[config.mk]
export PLATFORM = sky130hd
export DESIGN_NAME = microstep_sequencer_chopper
export DESIGN_NICKNAME = d
export VERILOG_FILES = /design/src/hw/microstep_pkg.sv /design/src/hw/bridge_dead_time.sv /design/src/hw/microstep_sequencer_chopper.sv
export SDC_FILE = /design/constraint.sdc
export NUM_CORES = 1
export LEC_CHECK = 0
export BUFFER_PORTS_ARGS = -buffer_cell sky130_fd_sc_hd__buf_4
export CAP_MARGIN = 10
export CELL_PAD_IN_SITES_DETAIL_PLACEMENT = 1
export CELL_PAD_IN_SITES_GLOBAL_PLACEMENT = 2
export CORE_MARGIN = 10
export CORE_UTILIZATION = 40
export CTS_CLUSTER_SIZE = 10
export DETAILED_ROUTE_END_ITERATION = 8
export PLACE_DENSITY = 0.87
export SKIP_CTS_REPAIR_TIMING = 1
export SLEW_MARGIN = 40
export SYNTH_ARGS = -nofsm -noshare
export SYNTH_HDL_FRONTEND = slang
export SYNTH_SLANG_ARGS = --single-unit
[constraint.sdc]
create_clock -name clock -period 3.33 [get_ports clock]
set_clock_uncertainty 0.2 [all_clocks]
set_input_delay 0.666 -clock clock [delete_from_list [all_inputs] [get_ports clock]]
set_output_delay 0.666 -clock clock [all_outputs]
set_load 0.02 [all_outputs]
[src/hw/microstep_pkg.sv]
// Shared constants and types of the micro-step sequencer and chopper
package microstep_pkg;
   // ---------------------------------------------------------------
   // Timing
   // ---------------------------------------------------------------
   localparam int CLK_MHZ = 125;
   localparam int DEAD_NS = 300;
   localparam int DEAD_CYC = (DEAD_NS * CLK_MHZ + 999) / 1000;
   localparam int BLANK_NS = 4000;
   localparam int BLANK_CYC = (BLANK_NS * CLK_MHZ + 999) / 1000;
   localparam int SENSE_NS = 200;
   localparam int SENSE_CYC = (SENSE_NS * CLK_MHZ + 999) / 1000;
   localparam int OSC_DIV = 100;
   localparam logic [2:0] SLOT_LAST = 3'h7;
   localparam logic [2:0] SLOT_PRE_FAST = 3'h6;

   // ---------------------------------------------------------------
   // Sequencer
   // ---------------------------------------------------------------
   localparam logic [5:0] POS_HOME = 6'h00;
   localparam logic [5:0] POS_QUARTER = 6'h10;
   localparam logic [5:0] POS_THREE_Q = 6'h30;
   localparam logic [4:0] HALF_STEPS = 5'h10;
   localparam logic [1:0] MODE_4W12 = 2'h0;
   localparam logic [1:0] MODE_12 = 2'h1;
   localparam logic [1:0] MODE_W12 = 2'h2;
   localparam logic [5:0] STRIDE_4W12 = 6'h01;
   localparam logic [5:0] STRIDE_2W12 = 6'h02;
   localparam logic [5:0] STRIDE_W12 = 6'h04;
   localparam logic [5:0] STRIDE_12 = 6'h08;
   localparam logic [6:0] LEVEL_ZERO = 7'h00;

   // ---------------------------------------------------------------
   // Bridge patterns {high_left, high_right, low_left, low_right}
   // ---------------------------------------------------------------
   localparam logic [3:0] PAT_OFF = 4'h0;
   localparam logic [3:0] PAT_LEFT_HIGH = 4'h9;
   localparam logic [3:0] PAT_RIGHT_HIGH = 4'h6;
   localparam logic [3:0] PAT_SLOW = 4'h3;

   typedef enum logic [1:0] {DRV_OFF, DRV_CHARGE, DRV_SLOW, DRV_FAST} drive_e;

   // Quarter-cycle current magnitude in percent, index 0..16
   function automatic logic [6:0] quarter_level(input logic [4:0] idx);
      logic [6:0] lv;
      lv = 7'h00;
      case (idx)
         5'h00, 5'h01: lv = 7'd100;
         5'h02: lv = 7'd98;
         5'h03: lv = 7'd96;
         5'h04: lv = 7'd92;
         5'h05: lv = 7'd88;
         5'h06: lv = 7'd83;
         5'h07: lv = 7'd77;
         5'h08: lv = 7'd71;
         5'h09: lv = 7'd63;
         5'h0a: lv = 7'd56;
         5'h0b: lv = 7'd47;
         5'h0c: lv = 7'd38;
         5'h0d: lv = 7'd29;
         5'h0e: lv = 7'd20;
         5'h0f: lv = 7'd10;
         default: lv = 7'd0;
      endcase
      return lv;
   endfunction
endpackage

[src/hw/bridge_dead_time.sv]
// One H-bridge: switch pattern selection with dead time between patterns
`timescale 1ns/1ps
module bridge_dead_time #(
   parameter int DEAD = microstep_pkg::DEAD_CYC
) (
   input wire logic clock,
   input wire logic rst_n,
   input wire microstep_pkg::drive_e drive,
   input wire logic reverse,
   output logic high_left,
   output logic high_right,
   output logic low_left,
   output logic low_right
);
   logic [3:0] gates_r;
   logic [5:0] dead_r;
   logic [3:0] target;
   logic [3:0] drop;
   logic [3:0] charge_pat;
   logic [3:0] fast_pat;

   // ---------------------------------------------------------------
   // Pattern selection
   // ---------------------------------------------------------------
   assign charge_pat = reverse ? microstep_pkg::PAT_RIGHT_HIGH : microstep_pkg::PAT_LEFT_HIGH;
   assign fast_pat = reverse ? microstep_pkg::PAT_LEFT_HIGH : microstep_pkg::PAT_RIGHT_HIGH;
   assign target = (drive == microstep_pkg::DRV_CHARGE) ? charge_pat :
                   (drive == microstep_pkg::DRV_FAST) ? fast_pat :
                   (drive == microstep_pkg::DRV_SLOW) ? microstep_pkg::PAT_SLOW :
                   microstep_pkg::PAT_OFF;
   assign drop = gates_r & ~target;

   // ---------------------------------------------------------------
   // Dead time: drop first, then wait, then switch on
   // ---------------------------------------------------------------
   always_ff @(posedge clock or negedge rst_n) begin
      if (!rst_n) begin
         // Reset counts as a drop: no switch on before a full dead interval
         gates_r <= 4'h0;
         dead_r <= 6'(DEAD - 1);
      end else if (drop != 4'h0) begin
         gates_r <= gates_r & target;
         dead_r <= 6'(DEAD - 1);
      end else if (dead_r != 6'h00) begin
         dead_r <= dead_r - 6'h01;
      end else begin
         gates_r <= target;
      end
   end

   assign high_left = gates_r[3];
   assign high_right = gates_r[2];
   assign low_left = gates_r[1];
   assign low_right = gates_r[0];

   // Helper: cycles since the last switch was dropped
   logic [5:0] since_drop_r;
   always_ff @(posedge clock or negedge rst_n) begin
      if (!rst_n) begin
         since_drop_r <= 6'h00;
      end else if (drop != 4'h0) begin
         since_drop_r <= 6'h00;
      end else if (since_drop_r != 6'h3f) begin
         since_drop_r <= since_drop_r + 6'h01;
      end
   end
endmodule // bridge_dead_time

[src/hw/microstep_sequencer_chopper.sv]
// Step/direction micro-step sequencer, mixed-decay chopper and over-current latch
`timescale 1ns/1ps
module microstep_sequencer_chopper #(
   parameter int OSC_DIV = microstep_pkg::OSC_DIV,
   parameter int BLANK_CYC = microstep_pkg::BLANK_CYC,
   parameter int DEAD_CYC = microstep_pkg::DEAD_CYC,
   parameter int SENSE_CYC = microstep_pkg::SENSE_CYC
) (
   input wire logic clock,
   input wire logic rst_n,
   input wire logic step_pulse_in,
   input wire logic rotation_direction,
   input wire logic mode_select_1,
   input wire logic mode_select_2,
   input wire logic enable,
   input wire logic seq_reset_n,
   input wire logic sleep_input,
   input wire logic over_temp_trip,
   input wire logic [7:0] over_current_trip,
   input wire logic [1:0] supply_low_lock,
   input wire logic [1:0] current_reached_point,
   output logic [1:0] high_side_left,
   output logic [1:0] high_side_right,
   output logic [1:0] low_side_left,
   output logic [1:0] low_side_right,
   output logic [6:0] level_a,
   output logic [6:0] level_b,
   output logic reverse_a,
   output logic reverse_b,
   output logic home_flag_n_out,
   output logic home_flag_n_oe_n,
   output logic over_current_latched,
   output logic outputs_active
);
   // ---------------------------------------------------------------
   // Step position
   // ---------------------------------------------------------------
   logic step_prev_r;
   logic [1:0] mode_r;
   logic [5:0] pos_r;
   logic [1:0] mode_code;
   logic mode_change;
   logic step_rise;
   logic [5:0] stride;
   logic [5:0] pos_nxt;

   assign mode_code = {mode_select_2, mode_select_1};
   assign mode_change = mode_code != mode_r;
   assign step_rise = step_pulse_in && !step_prev_r;
   assign stride = (mode_code == microstep_pkg::MODE_4W12) ? microstep_pkg::STRIDE_4W12 :
                   (mode_code == microstep_pkg::MODE_12) ? microstep_pkg::STRIDE_12 :
                   (mode_code == microstep_pkg::MODE_W12) ? microstep_pkg::STRIDE_W12 :
                   microstep_pkg::STRIDE_2W12;
   assign pos_nxt = rotation_direction ? pos_r - stride : pos_r + stride;

   always_ff @(posedge clock or negedge rst_n) begin
      if (!rst_n) begin
         step_prev_r <= 1'b0;
         mode_r <= microstep_pkg::MODE_4W12;
         pos_r <= microstep_pkg::POS_HOME;
      end else begin
         mode_r <= mode_code;
         // Cleared under reset so a high step at release counts as an edge
         step_prev_r <= seq_reset_n ? step_pulse_in : 1'b0;
         if (!seq_reset_n || mode_change) begin
            pos_r <= microstep_pkg::POS_HOME;
         end else if (step_rise) begin
            pos_r <= pos_nxt;
         end
      end
   end

   // ---------------------------------------------------------------
   // Current table lookup over four quadrants
   // ---------------------------------------------------------------
   logic [5:0] pos_b;
   logic [4:0] idx_a;
   logic [4:0] idx_b;
   logic [4:0] fold_a;
   logic [4:0] fold_b;
   logic neg_a;
   logic neg_b;

   assign pos_b = pos_r - microstep_pkg::POS_QUARTER;
   assign idx_a = pos_r[4:0];
   assign idx_b = pos_b[4:0];
   assign fold_a = (idx_a > microstep_pkg::HALF_STEPS) ? 5'(6'd32 - {1'b0, idx_a}) : idx_a;
   assign fold_b = (idx_b > microstep_pkg::HALF_STEPS) ? 5'(6'd32 - {1'b0, idx_b}) : idx_b;
   assign neg_a = pos_r > microstep_pkg::POS_QUARTER && pos_r < microstep_pkg::POS_THREE_Q;
   assign neg_b = pos_b > microstep_pkg::POS_QUARTER && pos_b < microstep_pkg::POS_THREE_Q;

   always_ff @(posedge clock or negedge rst_n) begin
      if (!rst_n) begin
         level_a <= 7'd100;
         level_b <= microstep_pkg::LEVEL_ZERO;
         reverse_a <= 1'b0;
         reverse_b <= 1'b0;
      end else begin
         level_a <= microstep_pkg::quarter_level(fold_a);
         level_b <= microstep_pkg::quarter_level(fold_b);
         reverse_a <= neg_a;
         reverse_b <= neg_b;
      end
   end

   // Open drain home flag: drive low only at home
   always_ff @(posedge clock or negedge rst_n) begin
      if (!rst_n) begin
         home_flag_n_oe_n <= 1'b0;
      end else begin
         home_flag_n_oe_n <= pos_r != microstep_pkg::POS_HOME;
      end
   end
   assign home_flag_n_out = 1'b0;

   // ---------------------------------------------------------------
   // Over-current blanking and latch
   // ---------------------------------------------------------------
   logic [7:0] oc_hit;
   logic enable_prev_r;
   logic low_prev_r;
   logic ocp_r;
   logic ocp_clear;
   logic supply_low;

   genvar gi;
   generate
      for (gi = 0; gi < 8; gi++) begin : g_blank
         logic [15:0] cnt_r;
         always_ff @(posedge clock or negedge rst_n) begin
            if (!rst_n) begin
               cnt_r <= 16'h0000;
            end else if (!over_current_trip[gi]) begin
               cnt_r <= 16'h0000;
            end else if (cnt_r != 16'(BLANK_CYC)) begin
               cnt_r <= cnt_r + 16'h0001;
            end
         end
         assign oc_hit[gi] = over_current_trip[gi] && cnt_r == 16'(BLANK_CYC - 1);
      end
   endgenerate

   assign supply_low = |supply_low_lock;
   assign ocp_clear = (enable && !enable_prev_r) || (supply_low && !low_prev_r);

   always_ff @(posedge clock or negedge rst_n) begin
      if (!rst_n) begin
         enable_prev_r <= 1'b0;
         low_prev_r <= 1'b0;
         ocp_r <= 1'b0;
      end else begin
         enable_prev_r <= enable;
         low_prev_r <= supply_low;
         if (|oc_hit) begin
            ocp_r <= 1'b1;
         end else if (ocp_clear) begin
            ocp_r <= 1'b0;
         end
      end
   end
   assign over_current_latched = ocp_r;

   // Every off condition keeps the counter running
   assign outputs_active = enable && sleep_input && !over_temp_trip && !supply_low && !ocp_r;

   // ---------------------------------------------------------------
   // Chop timebase and mixed decay
   // ---------------------------------------------------------------
   logic [15:0] div_r;
   logic [2:0] slot_r;
   logic tick;
   logic period_start;
   logic fast_start;

   assign tick = div_r == 16'(OSC_DIV - 1);
   assign period_start = tick && slot_r == microstep_pkg::SLOT_LAST;
   assign fast_start = tick && slot_r == microstep_pkg::SLOT_PRE_FAST;

   always_ff @(posedge clock or negedge rst_n) begin
      if (!rst_n) begin
         div_r <= 16'h0000;
         slot_r <= 3'h0;
      end else begin
         div_r <= tick ? 16'h0000 : div_r + 16'h0001;
         if (tick) begin
            slot_r <= slot_r + 3'h1;
         end
      end
   end

   generate
      for (gi = 0; gi < 2; gi++) begin : g_phase
         microstep_pkg::drive_e chop_r;
         microstep_pkg::drive_e drive;
         logic [7:0] sense_r;
         logic zero_level;

         assign zero_level = ((gi == 0) ? level_a : level_b) == microstep_pkg::LEVEL_ZERO;

         always_ff @(posedge clock or negedge rst_n) begin
            if (!rst_n) begin
               chop_r <= microstep_pkg::DRV_CHARGE;
               sense_r <= 8'h00;
            end else begin
               if (sense_r != 8'h00) begin
                  sense_r <= sense_r - 8'h01;
               end
               case (chop_r)
                  microstep_pkg::DRV_CHARGE: begin
                     if (fast_start) begin
                        chop_r <= microstep_pkg::DRV_FAST;
                     end else if (current_reached_point[gi] && sense_r == 8'h00) begin
                        chop_r <= microstep_pkg::DRV_SLOW;
                     end
                  end
                  microstep_pkg::DRV_SLOW: begin
                     if (fast_start) begin
                        chop_r <= microstep_pkg::DRV_FAST;
                     end
                  end
                  microstep_pkg::DRV_FAST: begin
                     if (period_start) begin
                        chop_r <= microstep_pkg::DRV_CHARGE;
                        // Sense window opens only once the dead time has passed
                        sense_r <= 8'(SENSE_CYC + DEAD_CYC);
                     end
                  end
                  default: chop_r <= microstep_pkg::DRV_CHARGE;
               endcase
            end
         end

         assign drive = !outputs_active ? microstep_pkg::DRV_OFF :
                        zero_level ? microstep_pkg::DRV_SLOW : chop_r;

         bridge_dead_time #(.DEAD(DEAD_CYC)) u_bridge (
            .clock(clock),
            .rst_n(rst_n),
            .drive(drive),
            .reverse((gi == 0) ? reverse_a : reverse_b),
            .high_left(high_side_left[gi]),
            .high_right(high_side_right[gi]),
            .low_left(low_side_left[gi]),
            .low_right(low_side_right[gi])
         );
      end
   endgenerate
endmodule // microstep_sequencer_chopper

==> run metrics <==
worst-skew pair later-pin latency=0.53 ns; nature of the critical path startpoint=register; I/O Buffers=48; die area=0.0361 mm^2; Worst Hold Depth=1; Logic pwr share=0.107; Die Height=190 um; Design Power=6.10 mW; Max Clk Rate=342 MHz; CP most frequent cell=ha_1; min-delay worst type=input port to register; Pins Over Slew Limit=0; Warnings, synthesis=0; fin nets=1,322; maximum root-to-sink buffer count=3; Clock Sink Count=216; Flop pwr share=0.474; Die X=190 um; EDFF count, synth=0; CTS tree=done; R2R depth=11; relative slew slack=0.518; Max Cap Viol=0; critical path class=register to register; Detailed Routing Iterations Pass 1=4; CP Buf/Inv Count=2; maximum vdd drop=0.339 mV; flop2flop setup slack=0.41 ns; Setup-failing EPs final=0; Net Count, Synth=1,256; IO Pins=50; reg-to-reg endpoint=level_a[2]; initial antenna violation count=0; Via Count=8,514; PD cells=464 mW/mm^2; worst-path cell chain=inv_1 > ha_1 > nand2b_1 > or2_2 > ha_1 > mux2i_1 > inv_1 > ha_1 > nor2_1 > a211oi_1 > nor3_1; Commonest cells post-synth=dfrtp_1 (205), nand2_1 (116), xnor2_1 (99); ys flop type=dfrtp_1; mean cell area of the mapped netlist=9.79 um^2; layout filler cell count=3,236; first-pass GRT wire length=45,000 um; CP max FO=6; Final min period=2.92 ns; row count=62; most numerous cell in the Yosys netlist=dfrtp_1; Initial Util=0.404; switch share=0.256; largest net degree at the start of global routing=64; CORE AREA=0.0286 mm^2; Setup crit end kind=register; Seq/Total Area, Yosys=0.469; Leak=6.16 nW; Avg WL per Cell=15.8 um; number of DRC markers in iteration 0=356; cts bufs inserted=26; grt ovf=0; CTS Root Cell=clkbuf_16; Placer Congestion=0.788; HP Start=enable; status=completed; Ant. Diodes=0; Slew @ Worst Pin=0.717 ns; Worst path max stage delay=0.37 ns; WL final=25,900 um; Detail Placement HPWL=18,600 um; r2r startpoint=pos_r[0]; GRT Total Usage=0.145; top post-synthesis cells by area=dfrtp_1 (44%), xnor2_1 (7.5%), ha_1 (5.6%), and2_1 (5.1%), nand2_1 (3.8%); crit-path leading delay family=adder cells; Clk network pwr share=0.419; Post-Route Utilization=0.459; worst hold path endpoint=enable_prev_r; Layout area overhead=13.7%; Int Pwr=4.54 mW; count of cell types in the netlist=56; Worst-path clk slew=0.06 ns; share of layout cells above drive strength 1=0.0906; Yosys reg bits=216; Worst Path Required=3.56 ns; P_sw=1.56 mW; drt drc=0; async set or reset register ratio after synthesis=1.00; setup TNS=0 ns; Via-to-Cell Ratio=5.19; mapped cell area=0.0116 mm^2; endpoints failing hold=0; H-tree Lvls=1; arrival time worst endpoint=3.15 ns; Routed Antenna Nets=0; Synth area leader=dfrtp_1; Yosys top cell area share=0.444; RSZ-0062 raised after global routing=false; slowest CP cell=dfrtp_1; vias in the first global route=9,162; Mapped Cells=1,181; crit share post-route=0.878
-- registers in the layout, indices dropped and copies added, names as in the netlist --
signal                    cells
g_blank.cnt_r               128
div_r                        16
g_phase.sense_r              16
g_phase.u_bridge.dead_r      12
g_phase.u_bridge.gates_r      8
level_a                       7
level_b                       7
pos_r                         6
g_phase.chop_r                4
slot_r                        3
mode_r                        2
enable_prev_r                 1
home_flag_n_oe_n              1
low_prev_r                    1
over_current_latched          1
reverse_a                     1
reverse_b                     1
step_prev_r                   1
-- worst max-delay path by stage --
stage	start	end	slack (ns)	depth (start not counted)
finish	pos_r[0]	level_a[2]	0.41	11
detailed placement	mode_select_1	pos_r[5]	0.22	12
CTS	pos_r[0]	level_a[2]	0.38	11
global placement	mode_select_1	pos_r[5]	0.30	12
floorplan	pos_r[0]	level_a[1]	0.50	11
global route	pos_r[1]	level_a[1]	0.09	11
-- cells by family after synthesis --
family / synth area share
mux: 0.0150
buf+inv: 0.0302
xor+xnor: 0.108
simple gates: 0.253
other cells: 0.000324
fa+ha+maj: 0.0580
compound gates: 0.0664
flops: 0.469
-- stage by stage --
stage	worst slack [ns]	hold WS [ns]	cells	cell area, um^2
after floorplan	0.505	0.170	1181	11600
after global routing	0.0898	0.0405	1642	13200
after global placement	0.303	0.272	1602	12400
after CTS	0.382	-0.102	1641	13100
after detailed placement	0.220	0.285	1602	12400
final	0.405	0.0594	1642	13200
-- routing by layer --
metal / track usage / vias to the layer above / routed length, um
li1: - / 4151 / -
met1: 0.181 / 4256 / 11700
met2: 0.255 / 76 / 13000
met3: 0.0238 / 31 / 770
met4: 0.0348 / 0 / 480
met5: 0 / - / 0
-- layout by cell type (no fill, tap or decap), types with 20 or more instances in the layout --
| cell | netlist | routed |
|---|---|---|
| a21oi_1 | 29 | 29 |
| and2_1 | 94 | 94 |
| and3_1 | 37 | 37 |
| buf_4 | 9 | 61 |
| clkbuf_16 | 0 | 26 |
| dfrtp_1 | 205 | 205 |
| ha_1 | 52 | 52 |
| inv_1 | 56 | 56 |
| nand2_1 | 116 | 116 |
| nand3_1 | 58 | 58 |
| nand4_1 | 24 | 24 |
| nor2_1 | 76 | 76 |
| nor2b_1 | 26 | 26 |
| nor3_1 | 30 | 30 |
| nor4_1 | 23 | 23 |
| o21ai_0 | 31 | 31 |
| or3_1 | 20 | 20 |
| xnor2_1 | 99 | 99 |
| xor2_1 | 44 | 44 |
-- final cells by class --
cell class,count,area [um^2],share of cell area
clock buffers,37,722,0.0549
well taps,384,480,0.0365
inverters,56,210,0.0160
repair buffers,64,503,0.0382
multi-input cells,883,5790,0.441
flip-flops and latches,216,5420,0.412
clock inverters,2,21.3,0.00162
-- power by group through the flow --
stage	Combinational (mW)	Sequential, mW	Clock [mW]
3_3_place_gp	0.634	2.93	0
4_1_cts	0.670	2.90	2.63
5_1_grt	0.755	2.91	2.75
3_5_place_dp	0.666	2.94	0
2_1_floorplan	0.441	2.91	0
6_report	0.653	2.90	2.55
(Power assumes the default switching activity.)
